**config.mk**
```make
export PLATFORM = sky130hd
export DESIGN_NAME = dcc_ch2_ctrl
export DESIGN_NICKNAME = d
export VERILOG_FILES = /design/src/dcc_pkg.sv /design/src/dcc_ch2_ctrl.sv
export VERILOG_INCLUDE_DIRS = /design/src
export SDC_FILE = /design/constraint.sdc
export NUM_CORES = 1
export LEC_CHECK = 0
export BUFFER_PORTS_ARGS = -buffer_cell sky130_fd_sc_hd__clkbuf_2
export CAP_MARGIN = 0
export CORE_ASPECT_RATIO = 2
export CORE_MARGIN = 2
export CORE_UTILIZATION = 25
export DETAILED_ROUTE_END_ITERATION = 7
export PLACE_DENSITY_LB_ADDON = 0.05
export SKIP_LAST_GASP = 1
export SLEW_MARGIN = 10
export SYNTH_ARGS = -nofsm -noshare
export SYNTH_HDL_FRONTEND = slang
export SYNTH_SLANG_ARGS = --single-unit
```
**constraint.sdc**
```tcl
create_clock -name aclk -period 5.1 [get_ports aclk]
set_input_delay 0.51 -clock aclk [delete_from_list [all_inputs] [get_ports aclk]]
set_output_delay 0.51 -clock aclk [all_outputs]
set_load 0.02 [all_outputs]
```
**src/dcc_map.svh**
```systemverilog
`ifndef DCC_MAP_SVH
`define DCC_MAP_SVH

// register byte offsets
`define DCC_CTRL_OFS 8'h00
`define DCC_SWTRIG_OFS 8'h04
`define DCC_HOLD_OFS 8'h08
`define DCC_DOUT_OFS 8'h0c

// control register field positions
`define DCC_EN_BIT 16
`define DCC_BUFOFF_BIT 17
`define DCC_TRGEN_BIT 18
`define DCC_TSEL_LSB 19
`define DCC_WAVE_LSB 22
`define DCC_MAMP_LSB 24

// software trigger bit in its register
`define DCC_SW_BIT 1

// reset values
`define DCC_LFSR_RST 12'haaa
`define DCC_CTRL_RST 32'h0000_0000

// axi responses
`define DCC_RESP_OKAY 2'b00
`define DCC_RESP_SLVERR 2'b10

`endif

```
**src/dcc_pkg.sv**
```systemverilog
package dcc_pkg;

    typedef enum logic [2:0] {
        DCC_TSEL_TIM6 = 3'h0,
        DCC_TSEL_TIM3 = 3'h1,
        DCC_TSEL_TIM7 = 3'h2,
        DCC_TSEL_TIM15 = 3'h3,
        DCC_TSEL_TIM2 = 3'h4,
        DCC_TSEL_RSVD = 3'h5,
        DCC_TSEL_EINT9 = 3'h6,
        DCC_TSEL_SW = 3'h7
    } dcc_tsel_e;

    typedef enum logic [1:0] {
        DCC_WAVE_NONE = 2'h0,
        DCC_WAVE_NOISE = 2'h1,
        DCC_WAVE_TRI = 2'h2,
        DCC_WAVE_TRI2 = 2'h3
    } dcc_wave_e;

    typedef enum logic [1:0] {
        DCC_WR_COLLECT = 2'b01,
        DCC_WR_RESP = 2'b10
    } dcc_wr_e;

    typedef enum logic [1:0] {
        DCC_RD_IDLE = 2'b01,
        DCC_RD_RESP = 2'b10
    } dcc_rd_e;

endpackage

```
**src/dcc_ch2_ctrl.sv**
```systemverilog
// Functional notes
// Bit 16 set enables channel two; cleared keeps it disabled.
// Bit 17 clear keeps output buffer on; set bypasses it.
// Trigger events are accepted only while trigger enable is one.
// Trigger source selection takes effect only while trigger enable is set.
// Codes 000, 001, 011 select timer six, timer three, timer fifteen.
// Code 100 selects timer two; code 101 is reserved, no source.
// Code 110 takes the trigger from external interrupt line 9.
// Code 111 uses a software-issued trigger.
// Wave field 00 generates no waveform; output follows written data.
// Wave field upper bit one produces a triangle waveform.
// Selector masks noise bits or sets triangle peak amplitude.
// Wave field 01 generates pseudo-random noise.
// Code 010 selects basic timer seven.
// Triggered mode loads output on trigger; otherwise on next clock.
`timescale 1ns/100ps
`include "dcc_map.svh"

module dcc_ch2_ctrl #(
    parameter int DAC_W = 12
) (
    input wire logic aclk,
    input wire logic aresetn,
    input wire logic [7:0] s_axi_awaddr,
    input wire logic [2:0] s_axi_awprot,
    input wire logic s_axi_awvalid,
    output logic s_axi_awready,
    input wire logic [31:0] s_axi_wdata,
    input wire logic [3:0] s_axi_wstrb,
    input wire logic s_axi_wvalid,
    output logic s_axi_wready,
    output logic [1:0] s_axi_bresp,
    output logic s_axi_bvalid,
    input wire logic s_axi_bready,
    input wire logic [7:0] s_axi_araddr,
    input wire logic [2:0] s_axi_arprot,
    input wire logic s_axi_arvalid,
    output logic s_axi_arready,
    output logic [31:0] s_axi_rdata,
    output logic [1:0] s_axi_rresp,
    output logic s_axi_rvalid,
    input wire logic s_axi_rready,
    input wire logic basic_timer_six_trig,
    input wire logic basic_timer_seven_trig,
    input wire logic general_timer_three_trig,
    input wire logic general_timer_fifteen_trig,
    input wire logic general_timer_two_trig,
    input wire logic eint_line9_trig,
    output logic ch2_enable,
    output logic ch2_output_buffer_off,
    output logic [DAC_W-1:0] ch2_data_out,
    output logic ch2_conv_strobe
);
    import dcc_pkg::*;

    typedef struct packed {
        logic en;
        logic bufoff;
        logic trgen;
        dcc_tsel_e tsel;
        dcc_wave_e wave;
        logic [3:0] mamp;
        logic [DAC_W-1:0] hold;
        logic [DAC_W-1:0] dout;
        logic [DAC_W-1:0] lfsr;
        logic [DAC_W-1:0] tri_cnt;
        logic tri_down;
        logic sw_pend;
        logic strobe;
        dcc_wr_e wst;
        logic aw_got;
        logic w_got;
        logic [7:0] waddr;
        logic [31:0] wdata;
        logic [3:0] wstrb;
        logic awready;
        logic wready;
        logic bvalid;
        logic [1:0] bresp;
        dcc_rd_e rst;
        logic arready;
        logic rvalid;
        logic [31:0] rdata;
        logic [1:0] rresp;
    } dcc_state_s;

    dcc_state_s s_ff;
    dcc_state_s nxt_s;

    logic [DAC_W-1:0] mask;
    logic sel_evt;
    logic trig_evt;
    logic xfer;
    logic wr_do;
    logic [DAC_W-1:0] lfsr_nx;
    logic [DAC_W-1:0] tri_nx;
    logic tri_dn_nx;
    logic [31:0] ctrl_word;
    logic [31:0] wr_merged;

    function automatic logic [DAC_W-1:0] amp_mask(input logic [3:0] m);
        logic [DAC_W-1:0] r;
        r = '0;
        for (int i = 0; i < DAC_W; i++) begin
            r[i] = (i <= int'(m));
        end
        return r;
    endfunction

    function automatic logic [31:0] merge(input logic [31:0] old,
                                          input logic [31:0] nw,
                                          input logic [3:0] be);
        logic [31:0] r;
        r = old;
        for (int b = 0; b < 4; b++) begin
            if (be[b]) begin
                r[b*8 +: 8] = nw[b*8 +: 8];
            end
        end
        return r;
    endfunction

    assign mask = amp_mask(s_ff.mamp);

    always_comb begin
        ctrl_word = `DCC_CTRL_RST;
        ctrl_word[`DCC_EN_BIT] = s_ff.en;
        ctrl_word[`DCC_BUFOFF_BIT] = s_ff.bufoff;
        ctrl_word[`DCC_TRGEN_BIT] = s_ff.trgen;
        ctrl_word[`DCC_TSEL_LSB +: 3] = s_ff.tsel;
        ctrl_word[`DCC_WAVE_LSB +: 2] = s_ff.wave;
        ctrl_word[`DCC_MAMP_LSB +: 4] = s_ff.mamp;
    end

    assign wr_do = (s_ff.wst == DCC_WR_COLLECT) && s_ff.aw_got && s_ff.w_got;

    always_comb begin
        case (s_ff.waddr)
            `DCC_CTRL_OFS: wr_merged = merge(ctrl_word, s_ff.wdata,
                                             s_ff.wstrb);
            `DCC_HOLD_OFS: wr_merged = merge(32'(s_ff.hold), s_ff.wdata,
                                             s_ff.wstrb);
            default: wr_merged = merge(32'h0000_0000, s_ff.wdata,
                                       s_ff.wstrb);
        endcase
    end

    // source selection, ignored unless triggering is enabled
    always_comb begin
        case (s_ff.tsel)
            DCC_TSEL_TIM6: sel_evt = basic_timer_six_trig;
            DCC_TSEL_TIM3: sel_evt = general_timer_three_trig;
            DCC_TSEL_TIM7: sel_evt = basic_timer_seven_trig;
            DCC_TSEL_TIM15: sel_evt = general_timer_fifteen_trig;
            DCC_TSEL_TIM2: sel_evt = general_timer_two_trig;
            DCC_TSEL_EINT9: sel_evt = eint_line9_trig;
            DCC_TSEL_SW: sel_evt = s_ff.sw_pend;
            default: sel_evt = 1'b0;
        endcase
    end

    assign trig_evt = s_ff.trgen & sel_evt; // see
    assign xfer = s_ff.en & (s_ff.trgen ? trig_evt : 1'b1);

    assign lfsr_nx = {s_ff.lfsr[DAC_W-2:0],
                      s_ff.lfsr[DAC_W-1] ^ s_ff.lfsr[5] ^
                      s_ff.lfsr[3] ^ s_ff.lfsr[0]};

    // triangle turns at the selected peak and at zero
    always_comb begin
        if (!s_ff.tri_down && (s_ff.tri_cnt < mask)) begin
            tri_nx = s_ff.tri_cnt + DAC_W'(1);
            tri_dn_nx = 1'b0;
        end else if (s_ff.tri_cnt != '0) begin
            tri_nx = s_ff.tri_cnt - DAC_W'(1);
            tri_dn_nx = 1'b1;
        end else begin
            tri_nx = s_ff.tri_cnt + DAC_W'(1);
            tri_dn_nx = 1'b0;
        end
    end // see

    always_comb begin
        nxt_s = s_ff;
        nxt_s.strobe = 1'b0;
        // write channel
        case (s_ff.wst)
            DCC_WR_COLLECT: begin
                if (s_axi_awvalid && s_ff.awready) begin
                    nxt_s.aw_got = 1'b1;
                    nxt_s.waddr = s_axi_awaddr;
                end
                if (s_axi_wvalid && s_ff.wready) begin
                    nxt_s.w_got = 1'b1;
                    nxt_s.wdata = s_axi_wdata;
                    nxt_s.wstrb = s_axi_wstrb;
                end
                nxt_s.awready = !nxt_s.aw_got;
                nxt_s.wready = !nxt_s.w_got;
                if (wr_do) begin
                    nxt_s.awready = 1'b0;
                    nxt_s.wready = 1'b0;
                    nxt_s.bvalid = 1'b1;
                    nxt_s.bresp = `DCC_RESP_OKAY;
                    nxt_s.wst = DCC_WR_RESP;
                    case (s_ff.waddr)
                        `DCC_CTRL_OFS: begin
                            nxt_s.en = wr_merged[`DCC_EN_BIT];
                            nxt_s.bufoff = wr_merged[`DCC_BUFOFF_BIT];
                            nxt_s.trgen = wr_merged[`DCC_TRGEN_BIT];
                            nxt_s.tsel = dcc_tsel_e'(
                                wr_merged[`DCC_TSEL_LSB +: 3]);
                            nxt_s.wave = dcc_wave_e'(
                                wr_merged[`DCC_WAVE_LSB +: 2]);
                            nxt_s.mamp = wr_merged[`DCC_MAMP_LSB +: 4];
                        end
                        `DCC_SWTRIG_OFS: begin
                        end
                        `DCC_HOLD_OFS: begin
                            nxt_s.hold = wr_merged[DAC_W-1:0];
                        end
                        default: begin
                            nxt_s.bresp = `DCC_RESP_SLVERR;
                        end
                    endcase
                end
            end
            DCC_WR_RESP: begin
                if (s_ff.bvalid && s_axi_bready) begin
                    nxt_s.bvalid = 1'b0;
                    nxt_s.aw_got = 1'b0;
                    nxt_s.w_got = 1'b0;
                    nxt_s.awready = 1'b1;
                    nxt_s.wready = 1'b1;
                    nxt_s.wst = DCC_WR_COLLECT;
                end
            end
            default: begin
                nxt_s.wst = DCC_WR_COLLECT;
            end
        endcase
        // read channel
        case (s_ff.rst)
            DCC_RD_IDLE: begin
                nxt_s.arready = 1'b1;
                if (s_axi_arvalid && s_ff.arready) begin
                    nxt_s.arready = 1'b0;
                    nxt_s.rvalid = 1'b1;
                    nxt_s.rresp = `DCC_RESP_OKAY;
                    nxt_s.rst = DCC_RD_RESP;
                    case (s_axi_araddr)
                        `DCC_CTRL_OFS: nxt_s.rdata = ctrl_word;
                        `DCC_SWTRIG_OFS: nxt_s.rdata = 32'h0000_0000;
                        `DCC_HOLD_OFS: nxt_s.rdata = 32'(s_ff.hold);
                        `DCC_DOUT_OFS: nxt_s.rdata = 32'(s_ff.dout);
                        default: begin
                            nxt_s.rdata = 32'h0000_0000;
                            nxt_s.rresp = `DCC_RESP_SLVERR;
                        end
                    endcase
                end
            end
            DCC_RD_RESP: begin
                if (s_ff.rvalid && s_axi_rready) begin
                    nxt_s.rvalid = 1'b0;
                    nxt_s.arready = 1'b1;
                    nxt_s.rst = DCC_RD_IDLE;
                end
            end
            default: begin
                nxt_s.rst = DCC_RD_IDLE;
            end
        endcase
        // software trigger: a new request wins over consumption
        if (trig_evt && s_ff.tsel == DCC_TSEL_SW) begin
            nxt_s.sw_pend = 1'b0;
        end
        if (wr_do && s_ff.waddr == `DCC_SWTRIG_OFS &&
            wr_merged[`DCC_SW_BIT] && s_ff.trgen &&
            s_ff.tsel == DCC_TSEL_SW) begin
            nxt_s.sw_pend = 1'b1;
        end
        // load of the converter output register
        if (xfer) begin
            nxt_s.strobe = 1'b1;
            case (s_ff.wave)
                DCC_WAVE_NONE: begin
                    nxt_s.dout = s_ff.hold;
                end
                DCC_WAVE_NOISE: begin
                    nxt_s.lfsr = lfsr_nx;
                    nxt_s.dout = s_ff.hold + (lfsr_nx & mask);
                end
                DCC_WAVE_TRI, DCC_WAVE_TRI2: begin
                    nxt_s.tri_cnt = tri_nx;
                    nxt_s.tri_down = tri_dn_nx;
                    nxt_s.dout = s_ff.hold + tri_nx;
                end
                default: begin
                    nxt_s.dout = s_ff.hold;
                end
            endcase
        end
    end

    always_ff @(posedge aclk) begin
        if (!aresetn) begin
            s_ff <= '0;
            s_ff.tsel <= DCC_TSEL_TIM6;
            s_ff.wave <= DCC_WAVE_NONE;
            s_ff.lfsr <= DAC_W'(`DCC_LFSR_RST);
            s_ff.wst <= DCC_WR_COLLECT;
            s_ff.rst <= DCC_RD_IDLE;
        end else begin
            s_ff <= nxt_s;
        end
    end

    assign s_axi_awready = s_ff.awready;
    assign s_axi_wready = s_ff.wready;
    assign s_axi_bvalid = s_ff.bvalid;
    assign s_axi_bresp = s_ff.bresp;
    assign s_axi_arready = s_ff.arready;
    assign s_axi_rvalid = s_ff.rvalid;
    assign s_axi_rdata = s_ff.rdata;
    assign s_axi_rresp = s_ff.rresp;
    assign ch2_enable = s_ff.en;
    assign ch2_output_buffer_off = s_ff.bufoff;
    assign ch2_data_out = s_ff.dout;
    assign ch2_conv_strobe = s_ff.strobe;
endmodule

```
Yosys cells after proc, flatten, opt, wreduce, memory -nomap -nowiden

Cells that the tools add are included.
W data, S select, Z words.

$add $sub $neg: 4
Order comparisons: 12
Equality and inequality tests: 26
Muxes and demuxes: 37
Bitwise logic cells: 6
Reduce and logical (&&, ||, !) cells: 44

Operators by type and width:

| kind                    | number |
|---|---|
| $pmux W28 S3            | 1 |
| $pmux W28 S2            | 1 |
| $mux W8                 | 6 |
| $mux W38                | 1 |
| $pmux W12 S3            | 1 |
| $add A12 B12 Y12        | 2 |
| $eq A8 B4 Y1 const B    | 3 |
| $mux W12                | 2 |
| $reduce_and A2 Y1       | 10 |
| $eq A8 B3 Y1 const B    | 2 |
| $le A3 B4 Y1 const A    | 4 |
| $le A4 B4 Y1 const A    | 4 |
| $logic_not A8 Y1        | 2 |
| $mux W4                 | 4 |
| $ne A2 B2 Y1 const B    | 8 |
| $pmux W2 S2             | 4 |
| $reduce_and A4 Y1       | 4 |
| $logic_and A1 B1 Y1     | 13 |
| $add A12 B1 Y12 const B | 1 |
| $and A12 B12 Y12        | 1 |
| $lt A12 B12 Y1          | 1 |
| $reduce_bool A12 Y1     | 1 |
| $sub A12 B1 Y12 const B | 1 |
| $mux W1                 | 10 |
| other kinds (22)        | 42 |

Register bits after elaboration: 150
Input bits: 71
Output and inout bits: 56
Word-level logic and storage cells: 159

Depth between registers and ports, before layout

Gate-level depths: netlist of run 1.

Depth after elaboration: 8
Depth in mapped cells: 22
Mapped depth without buffers: 20

Worst setup path after synthesis of run 1

Ideal clock, no wire load.

Path type: reg-to-reg
Start point: reg s_ff (netlist bit ctrl_word[27])
End point: reg s_ff (netlist bit ch2_data_out[10])
Setup time: 0.091 ns
Arrival: 4.638 ns
Data required time: 5.009 ns
Slack: 0.371 ns
Cell stages (with the launch flop): 20
Buffers on the path: 2
Period minus slack after synthesis: 4.729 ns
Path through: dfxtp_1 > clkbuf_1 > o21ai_0 > ha_1 > or4_1 > a2111oi_2 > nor3_2 > buf_6 > xor2_1 > nand2_1 > o21ai_0 > fa_1 > a21o_1 > a21oi_1 > o21bai_1 > a2111oi_0 > o31ai_1 > xor2_1 > o21ai_0 > a311oi_1

Longest elaborated chain between the ends: 6
Elaborated cells on any way between the ends: 18
Those cells by class: add/sub (2); order compare (12); mux (2); bitwise (1); reduce/logical (1)

Ends and longest elaborated chain:

| item                                       | RTL line            | source |
|---|---|---|
| start, declared                            | dcc_ch2_ctrl.sv:87  | `dcc_state_s s_ff;` |
| start signal, assigned                     | dcc_ch2_ctrl.sv:315 | `s_ff <= nxt_s;` |
| $le A1 B4 Y1, or another cell as far along | dcc_ch2_ctrl.sv:105 | `r[i] = (i <= int'(m));` |
| $lt A12 B12 Y1                             | dcc_ch2_ctrl.sv:171 | `if (!s_ff.tri_down && (s_ff.tri_cnt < mask)) begin` |
| $logic_and A1 B1 Y1                        | dcc_ch2_ctrl.sv:171 |  |
| $mux W12                                   | dcc_ch2_ctrl.sv:171 |  |
| $add A12 B12 Y12                           | dcc_ch2_ctrl.sv:297 | `nxt_s.dout = s_ff.hold + tri_nx;` |
| $pmux W12 S3 *                             | dcc_ch2_ctrl.sv:286 | `case (s_ff.wave)` |

Every way passes the cells marked *; elsewhere a longest branch is shown, timed or not.
A chain may end at the register's enable or synchronous reset.

Worst setup path after layout of run 1

Start point: reg s_ff (netlist bit ctrl_word[25])
End point: reg s_ff (netlist bit ch2_data_out[11])

The elaborated chain is that of the path after synthesis.

==> results of run 1 <==
cells in the mapped netlist, drive strengths merged, types with 6 or more instances:
library cell and number:
a211oi 7, a21oi 84, a22oi 13, and2 6, buf 53, clkbuf 45, dfxtp 136, ha 26
inv 12, mux2i 44, nand2 146, nand3 16, nand4 7, nor2 105, nor3 15, nor4 6
o21ai 33, o22ai 7, or3 6, xnor2 10, xor2 19
stage by stage:
stage                     cells   util
after floorplan             880      -
after global placement     1309  0.290
after detailed placement   1309  0.290
after CTS                  1338  0.311
after global routing       1339  0.314
final                      1339  0.314
registers in the layout, summed over array words and instances (netlist names), 10 cells and up:
signal and flops:
ch2_data_out 12, s_axi_rdata 24, s_ff 69, lfsr_nx 11, ctrl_word 10
cell families after synthesis:
family | after synthesis | synth area share
muxes | 48 | 0.0706
adders and majority gates | 27 | 0.0491
AOI/OAI and AO/OA | 181 | 0.155
buffers and inverters | 110 | 0.0868
and+or+nand+nor | 339 | 0.215
DFF | 136 | 0.387
xor gates and xnor gates | 29 | 0.0361
other | 1 | 0.000533
metal layers:
| metal | wire length (um) | part of all wire | global-route usage | vias to the layer above |
|---|---|---|---|---|
| met1 | 8790 | 0.38 | 0.160 | 2902 |
| li1 | - | - | - | 3160 |
| met2 | 12800 | 0.55 | 0.308 | 104 |
| met5 | 0 | 0 | 0 | - |
| met4 | 903 | 0.039 | 0.0801 | 0 |
| met3 | 586 | 0.025 | 0.0319 | 33 |
where the power goes:
| group | internal (mW) | total [mW] | switching, mW |
|---|---|---|---|
| Sequential | 1.08 | 1.10 | 0.0159 |
| Combinational | 0.0448 | 0.129 | 0.0844 |
| Clock | 0.689 | 1.19 | 0.497 |
| Total | 1.82 | 2.41 | 0.597 |
cell type report:
type,count,area [um2]
clock buffers,19,453
clock inverters,10,97.6
fillers,2999,19000
inverters,12,46.3
multi-input cells,634,3830
flip-flops and latches,136,2740
well taps,352,440
repair buffers,176,1080
what timing repair did:
action                     in CTS  in global routing
hold buffers                    0                  0
pin swaps                       1                  3
resized for setup               7                 24
setup endpoints to repair       2                  3
buffers inserted                0                  1
final timing paths:
| path | start | to | slack [ns] | cells after the start |
|---|---|---|---|---|
| hold / removal | s_axi_awaddr[4] | s_ff[83] | 0.29 | 3 |
| hold reg to reg | s_ff[65] | s_ff[65] | 0.45 | 2 |
| setup / recovery | ctrl_word[25] | ch2_data_out[11] | 0.22 | 20 |
| setup reg to reg | ctrl_word[25] | ch2_data_out[11] | 0.22 | 20 |
worst reg2reg max path, stage by stage, from the launching register on:
cell,delay (ns)
dfxtp_4,0.40
and2_4,0.18
o21ai_0,0.08
ha_1,0.20
or4_4,0.46
or2_2,0.32
o31ai_2,0.11
nor3_2,0.09
buf_4,0.17
buf_4,0.18
mux2i_1,0.29
xnor2_1,0.25
o22ai_1,0.18
ha_1,0.31
or2_2,0.27
a21oi_1,0.22
a31oi_2,0.08
or4_1,0.54
nand4_1,0.12
mux2_1,0.32
nand2_1,0.06
==> flow_metrics.py, run 1 <==
metrics = {
    "status": {
        "outcome": "finished clean",
    },
    "sta": {
        "period_minus_slack_ns": 4.88,
        "worstMarginPinSlew_ns": 1.12,
        "holdWs_ns": 0.289,
        "slew_violations": 0,
        "worst_slack_ns": 0.216,
        "maxSlewHeadroom": 0.253,
        "min_period_over_period": 0.958,
        "hold_viol": 0,
        "tns_ns": 0,
        "fin_skew_ns": 0.0116,
        "fmax_mhz": 205,
        "rsz0062_at_grt": "no",
        "setup_violations": 0,
    },
    "critical_path": {
        "crit_required_ns": 5.48,
        "crit_buf_inv": 2,
        "cpPeakStageDelay_ns": 0.54,
        "cp_max_fo": 11,
        "cp-start-kind": "flop",
        "path_class": "flop to flop",
        "cp_cell_sequence": "and2_4 > o21ai_0 > ha_1 > or4_4 > or2_2 > o31ai_2 > nor3_2 > buf_4 > buf_4 > mux2i_1 > xnor2_1 > o22ai_1 > ha_1 > or2_2 > a21oi_1 > a31oi_2 > or4_1 > nand4_1 > mux2_1 > nand2_1",
        "cp-end-kind": "flop",
        "cp_data_arrival_time_ns": 5.26,
        "path_delay_family": "simple AND/OR/NAND/NOR gates",
        "crit_slowest_cell": "or4_1",
    },
    "placement": {
        "post_dp_cell_area_mm2": 0.00802,
        "place.gp.congestion": 0.784,
        "port_buffers": 102,
        "dpl_worst_slack_ns": -0.0550,
        "hpwl_um": 17500,
    },
    "layout": {
        "nets": 1075,
        "num_antenna_cells": 0,
        "final_area_mm2": 0.00868,
        "final_common_cell": "nand2_1",
        "area_growth_pct": 23.5,
        "layout_common_cells": "146 x nand2_1, 132 x dfxtp_1, 103 x nor2_1, 102 x clkbuf_2, 84 x a21oi_1",
        "final_layout_size_suffix_gt1_frac": 0.246,
    },
    "floorplanning": {
        "coreArea_mm2": 0.0277,
        "dieArea_mm2": 0.0296,
        "start_util": 0.254,
        "pin_count": 127,
        "die_w_um": 123,
        "rows": 86,
        "fp.dieH_um": 241,
    },
    "power_and_ir_drop": {
        "cellLeakagePower_nw": 3.75,
        "power_mw": 2.41,
        "peakVddDrop_mv": 0.223,
        "powerDensity_mw_per_mm2": 278,
    },
    "clocking": {
        "cts_max_path_buffers": 2,
        "tritoncts": "yes",
        "clock-sinks": 136,
        "clk_pin_slew_ns": 0.06,
        "numCtsBuffers": 17,
        "root_buffer": "clkbuf_16",
        "clock_latency_ns": 0.44,
        "cts_max_level": 4,
    },
    "grt": {
        "grt_pass1_vias": 6248,
        "track_usage": 0.161,
        "overflow": 0,
        "antenna_found_initial": 0,
        "grt_pass1_wl_um": 35000,
        "grt_max_degree": 53,
    },
    "synthesis": {
        "syn-instance-count": 871,
        "syn_area_mm2": 0.00703,
        "ys.flop_type": "dfxtp_1",
        "async_flop_share": 0,
        "synth_top_area_frac": 0.387,
        "ys_ff_latch": 136,
        "syn_avg_cell_area_um2": 8.07,
        "yosysTopAreaCell": "dfxtp_1",
        "synth_area_leaders": "dfxtp_1 39%, nand2_1 7.8%, mux2i_1 6.3%, a21oi_1 6.0%, nor2_1 5.6%",
        "yosys_warnings": 0,
        "seq_area_frac_synth": 0.387,
        "synthDistinctLibCells": 65,
        "synth_edf_count": 0,
    },
    "detailed_routing": {
        "drc": 0,
        "drt_iter0_drc": 220,
        "wirelength_um": 23100,
        "num_vias": 6199,
        "ant_nets": 0,
        "avgViaCountPerCell": 4.63,
        "wire_per_inst_um": 17.2,
        "dr.pass1.iters": 4,
    },
    "job": {
        "drv_cap": 0,
    },
    "min_path": {
        "hold_path.class": "input pin to flop",
    },
}
Power figures use the tool's default switching activity.
==> run 2: changes to the inputs <==
--- a/config.mk
+++ b/config.mk
@@ -12,7 +12,6 @@
 export CORE_MARGIN = 2
 export CORE_UTILIZATION = 25
 export DETAILED_ROUTE_END_ITERATION = 7
-export PLACE_DENSITY_LB_ADDON = 0.05
 export SKIP_LAST_GASP = 1
 export SLEW_MARGIN = 10
 export SYNTH_ARGS = -nofsm -noshare
==> constraint.sdc (replaced) <==
create_clock -name aclk -period 5.1 [get_ports aclk]
set_input_delay 0 -clock aclk [delete_from_list [all_inputs] [get_ports aclk]]
set_output_delay 0 -clock aclk [all_outputs]
set_load 0.02 [all_outputs]
==> run 2 against run 1 <==
Setup slack worse by 0.039 ns; power up 2.3%; hold slack worse by 0.21 ns; core utilization up 0.64 points; global-route usage down 1.2 points; first-iteration DRC count up 37%; via count up 4.7%; register-to-register slack worse by 0.04 ns; count of clock-buffer cells in the layout unchanged; clock power about the same; die area unchanged; sequential cell count unchanged; critical path type unchanged; critical endpoint unchanged; largest cell class unchanged.
==> flow_metrics.py, run 2 (synthesis results as in run 1) <==
metrics = {
    "critical_path": {
        "timing.rr.end": "ch2_data_out[11]",
        "path_class": "flop to flop",
        "cp-start-kind": "flop",
        "cp_max_fo": 9,
        "cp_data_arrival_time_ns": 5.30,
        "r2r_cells": 20,
        "cp-end-kind": "flop",
        "crit_required_ns": 5.48,
        "r2r_slack_ns": 0.18,
        "r2r-start": "ctrl_word[25]",
    },
    "min_path": {
        "min_to": "s_axi_rresp[1]",
        "hold_path_depth": 4,
        "hold_path.class": "input pin to flop",
        "min_from": "s_axi_arvalid",
    },
    "placement": {
        "port_buffers": 102,
        "placedCellCount": 1282,
        "hpwl_um": 15900,
        "place.gp.congestion": 0.896,
        "post_dp_cell_area_mm2": 0.00782,
    },
    "sta": {
        "setup_violations": 0,
        "worstMarginPinSlew_ns": 1.15,
        "maxSlewHeadroom": 0.232,
        "tns_ns": 0,
        "period_minus_slack_ns": 4.92,
        "rsz0062_at_grt": "yes",
        "hold_viol": 0,
        "fin_skew_ns": 0.0111,
        "fmax_mhz": 203,
        "min_period_over_period": 0.965,
        "slew_violations": 0,
    },
    "detailed_routing": {
        "ant_nets": 0,
        "avgViaCountPerCell": 4.78,
        "wirelength_um": 21300,
        "wire_per_inst_um": 15.7,
        "drc": 0,
        "drt_iter0_drc": 301,
        "num_vias": 6488,
        "dr.pass1.iters": 4,
    },
    "floorplanning": {
        "start_util": 0.254,
        "die_w_um": 123,
        "fp.dieH_um": 241,
        "pin_count": 127,
        "coreArea_mm2": 0.0277,
        "rows": 86,
        "dieArea_mm2": 0.0296,
    },
    "power_and_ir_drop": {
        "p_sw_mw": 0.625,
        "peakVddDrop_mv": 0.281,
        "cellLeakagePower_nw": 3.78,
        "swShare": 0.253,
        "p_int_mw": 1.84,
        "power_mw": 2.47,
        "combPwrFrac": 0.061,
        "powerDensity_mw_per_mm2": 279,
        "p_clk_frac": 0.494,
        "seqPwrFrac": 0.445,
    },
    "clocking": {
        "clock-sinks": 136,
        "cts_max_level": 4,
        "tritoncts": "yes",
        "cts_max_path_buffers": 2,
        "root_buffer": "clkbuf_16",
        "clk_pin_slew_ns": 0.06,
        "numCtsBuffers": 17,
        "post_cts_buffers": 0,
        "clock_latency_ns": 0.44,
    },
    "layout": {
        "final_common_cell": "nand2_1",
        "final_layout_size_suffix_gt1_frac": 0.206,
        "area_growth_pct": 26.0,
        "final_util": 0.320,
        "largest_register": "s_ff",
        "largest_register_ffs": 69,
        "num_antenna_cells": 0,
        "stdcell_count": 1356,
        "nets": 1089,
        "final_area_mm2": 0.00886,
        "nFillCells": 2906,
        "layout_common_cells": "146 x nand2_1, 132 x dfxtp_1, 104 x nor2_1, 102 x clkbuf_2, 84 x a21oi_1",
    },
    "grt": {
        "grt_pass1_vias": 6468,
        "overflow": 0,
        "antenna_found_initial": 0,
        "grt_pass1_wl_um": 33300,
        "grt_max_degree": 101,
        "track_usage": 0.149,
    },
    "status": {
        "outcome": "finished clean",
    },
    "job": {
        "drv_cap": 0,
    },
}
[run 2: cell types whose count changed in the layout (fill, tap and decap cells not counted), sizes merged]
cell,delta
inv,+6
dlygate4sd3,+42
clkinv,-2
clkinvlp,-1
buf,-28
[run 2: repair_timing]
| action | in CTS | in global routing |
|---|---|---|
| hold buffers | 42 | 0 |
| pin swaps | 1 | 2 |
| setup endpoints to repair | 1 | 3 |
| hold endpoints to repair | 45 | 0 |
| gates resized for setup | 1 | 13 |
[run 2: metrics by stage]
step / hold WS [ns] / setup WS (ns)
floorplan: 0.136 / 0.371
global placement: 0.226 / 0.0705
detailed placement: 0.231 / -0.0172
CTS: 0.0893 / 0.00494
global route: 0.0986 / -0.140
finish: 0.0798 / 0.177
[run 2: layout make-up]
class                           count  area, um2  area share
Multi-Input combinational cell    634       3780       0.427
Timing Repair Buffer              190       1290       0.145
Clock inverter                     13        134      0.0151
Sequential cell                   136       2730       0.308
Inverter                           12       46.3     0.00522
Clock buffer                       19        443      0.0500
Tap cell                          352        440      0.0497
[run 2: how the worst max path moves through the flow]
stage / cells after the start / from / slack [ns] / to
after detailed placement: 21 / ctrl_word[26] / -0.02 / ch2_data_out[11]
final: 20 / ctrl_word[25] / 0.18 / ch2_data_out[11]
after CTS: 21 / ctrl_word[25] / 0.005 / ch2_data_out[11]
after global routing: 20 / ctrl_word[25] / -0.14 / ch2_data_out[11]
after global placement: 22 / ctrl_word[25] / 0.07 / ch2_data_out[11]
after floorplan: 19 / ctrl_word[27] / 0.37 / ch2_data_out[10]
[run 2: power by group through the flow]
stage	sequential, mW	clock [mW]	combinational [mW]
6_report	1.10	1.22	0.151
5_1_grt	1.10	1.29	0.166
4_1_cts	1.10	1.25	0.152
3_5_place_dp	1.12	0	0.127
3_3_place_gp	1.12	0	0.124
2_1_floorplan	1.12	0	0.0803
[run 2: worst max-delay path, stage by stage, from the launching register on]
cell       delay [ns]
dfxtp_2          0.40
and2_1           0.17
o21ai_0          0.08
ha_1             0.20
or4_1            0.41
buf_4            0.17
a2111oi_4        0.40
nor3_2           0.15
buf_4            0.19
nor3_2           0.17
a21oi_1          0.09
xor2_1           0.17
o22ai_1          0.23
ha_1             0.29
and2_1           0.15
o21ai_0          0.28
a31oi_2          0.22
or4_1            0.56
nand4_1          0.12
mux2_1           0.34
nand2_1          0.06
[run 2: per-layer routing]
metal / part of all wire / GRT usage
met1: 0.35 / 0.133
met5: 0 / 0
met4: 0.076 / 0.116
met3: 0.037 / 0.0312
met2: 0.54 / 0.281
==> run 3: changes to the inputs <==
--- a/config.mk
+++ b/config.mk
@@ -10,8 +10,9 @@
 export CAP_MARGIN = 0
 export CORE_ASPECT_RATIO = 2
 export CORE_MARGIN = 2
-export CORE_UTILIZATION = 25
+export CORE_UTILIZATION = 30
 export DETAILED_ROUTE_END_ITERATION = 7
+export GPL_TIMING_DRIVEN = 0
 export SKIP_LAST_GASP = 1
 export SLEW_MARGIN = 10
 export SYNTH_ARGS = -nofsm -noshare
==> run 3 against run 2 <==
Critical path type unchanged; clock power down 5%; routed wire length up 4.0%; fmax down 3.3%; clock skew up 0.0017 ns; sequential power about the same; largest power group unchanged; via count up 2.5%; core utilization up 7.1 points.
==> flow_metrics.py, run 3 (synthesis results as in run 1) <==
metrics = {
    "status": {
        "outcome": "finished clean",
    },
    "critical_path": {
        "r2r_slack_ns": 0.009,
        "cp_max_fo": 10,
        "cp-start-kind": "flop",
        "r2r_cells": 20,
        "path_class": "flop to flop",
        "cp_data_arrival_time_ns": 5.47,
        "r2r-start": "ctrl_word[27]",
        "timing.rr.end": "ch2_data_out[11]",
        "crit_required_ns": 5.48,
        "cp-end-kind": "flop",
    },
    "power_and_ir_drop": {
        "p_clk_frac": 0.477,
        "swShare": 0.259,
        "p_int_mw": 1.80,
        "peakVddDrop_mv": 0.280,
        "p_sw_mw": 0.628,
        "combPwrFrac": 0.070,
        "powerDensity_mw_per_mm2": 268,
        "seqPwrFrac": 0.453,
        "cellLeakagePower_nw": 3.90,
    },
    "layout": {
        "final_area_mm2": 0.00905,
        "final_util": 0.391,
        "area_growth_pct": 28.7,
        "layout_common_cells": "146 x nand2_1, 132 x dfxtp_1, 105 x nor2_1, 101 x clkbuf_2, 83 x a21oi_1",
        "final_layout_size_suffix_gt1_frac": 0.213,
        "final_common_cell": "nand2_1",
        "largest_register_ffs": 69,
        "largest_register": "s_ff",
        "nets": 1142,
        "nFillCells": 2379,
        "num_antenna_cells": 0,
    },
    "clocking": {
        "cts_max_level": 4,
        "cts_max_path_buffers": 2,
        "clk_pin_slew_ns": 0.06,
        "tritoncts": "yes",
        "clock-sinks": 136,
        "root_buffer": "clkbuf_16",
        "numCtsBuffers": 17,
        "clock_latency_ns": 0.44,
    },
    "floorplanning": {
        "pin_count": 127,
        "die_w_um": 112,
        "rows": 79,
        "coreArea_mm2": 0.0231,
        "start_util": 0.304,
        "fp.dieH_um": 221,
        "dieArea_mm2": 0.0248,
    },
    "min_path": {
        "hold_path.class": "input pin to flop",
        "min_to": "s_axi_awready",
        "hold_path_depth": 3,
        "min_from": "s_axi_awvalid",
    },
    "sta": {
        "fin_skew_ns": 0.0128,
        "maxSlewHeadroom": 0.428,
        "min_period_over_period": 0.998,
        "worstMarginPinSlew_ns": 0.859,
        "holdWs_ns": 0.0254,
        "setup_violations": 0,
        "rsz0062_at_grt": "yes",
        "slew_violations": 0,
        "period_minus_slack_ns": 5.09,
        "fmax_mhz": 196,
        "hold_viol": 0,
    },
    "placement": {
        "hpwl_um": 17100,
        "place.gp.congestion": 0.929,
        "post_dp_cell_area_mm2": 0.00793,
        "port_buffers": 101,
    },
    "detailed_routing": {
        "drt_iter0_drc": 315,
        "num_vias": 6647,
        "dr.pass1.iters": 4,
        "ant_nets": 0,
        "drc": 0,
        "avgViaCountPerCell": 4.96,
        "wire_per_inst_um": 16.5,
        "wirelength_um": 22100,
    },
    "job": {
        "drv_cap": 0,
    },
    "grt": {
        "grt_pass1_wl_um": 33800,
        "grt_max_degree": 17,
        "track_usage": 0.179,
        "grt_pass1_vias": 6466,
        "overflow": 0,
        "antenna_found_initial": 0,
    },
}
[run 3: cell types whose count changed in the layout (fill, tap and decap cells not counted), sizes merged]
cell | previous run | this run
clkinvlp | 2 | 5
bufinv | 1 | 0
clkbuf | 121 | 163
inv | 19 | 17
buf | 46 | 56
clkinv | 3 | 4
[run 3: area by class of cell]
cell class                 count  area [um2]  share of cell area
inverter                      12        45.0             0.00497
timing repair buffer         146         948               0.105
sequential                   136        2730               0.302
buffer                        97         582              0.0643
multi-input combinational    634        3840               0.424
clock buffer                  18         439              0.0485
clock inverter                14         115              0.0127
tap                          283         354              0.0391
[run 3: repair_timing]
action,CTS,global route
hold buffers,42,0
gates resized for setup,26,9
hold endpoints to repair,50,0
setup endpoints to repair,8,3
setup buffers,1,2
gates cloned,0,0
pin swaps,2,1
[run 3: how the worst max path moves through the flow]
stage	slack [ns]	from	to
2_1_floorplan	0.37	ctrl_word[27]	ch2_data_out[10]
3_3_place_gp	-1.09	ctrl_word[27]	ch2_data_out[11]
3_5_place_dp	-1.09	ctrl_word[27]	ch2_data_out[11]
4_1_cts	0.004	ctrl_word[26]	ch2_data_out[11]
5_1_grt	-0.10	ctrl_word[27]	ch2_data_out[10]
6_report	0.009	ctrl_word[27]	ch2_data_out[11]
[run 3: power by group through the flow]
stage	logic (mW)	registers, mW	clock network [mW]
floorplan	0.0803	1.12	0
global placement	0.144	1.12	0
detailed placement	0.145	1.12	0
CTS	0.171	1.10	1.18
global route	0.185	1.10	1.22
finish	0.169	1.10	1.16
[run 3: per-stage QoR]
step | worst slack [ns] | setup TNS, ns | total power [mW] | cells
floorplan | 0.371 | 0 | 1.20 | 880
global placement | -1.09 | -4.00 | 1.27 | 1264
detailed placement | -1.09 | -3.74 | 1.27 | 1264
CTS | 0.00384 | 0 | 2.45 | 1338
global route | -0.104 | -0.180 | 2.51 | 1340
finish | 0.00903 | 0 | 2.43 | 1340
[run 3: routing by layer]
metal | global-route usage | vias to the layer above | share of wire
met1 | 0.165 | 3109 | 0.36
met4 | 0.122 | 0 | 0.059
met5 | 0 | - | 0
met3 | 0.0310 | 64 | 0.029
li1 | - | 3309 | -
met2 | 0.349 | 165 | 0.55
[run 3: worst max-delay path, cell delays in order, from the launching register on]
cell and delay, ns:
dfxtp_2 0.39, clkbuf_8 0.20, o31ai_1 0.14, ha_1 0.21, or4_4 0.55, or2_2 0.32, o31ai_2 0.13, nor3_4 0.14
buf_4 0.16, nor3_2 0.19, a21oi_2 0.08, xor2_1 0.18, o22ai_1 0.11, ha_1 0.36, and2_1 0.17, o21ai_0 0.32
a31oi_4 0.21, or4_1 0.55, nand4_1 0.19, mux2_1 0.36, nand2_1 0.06
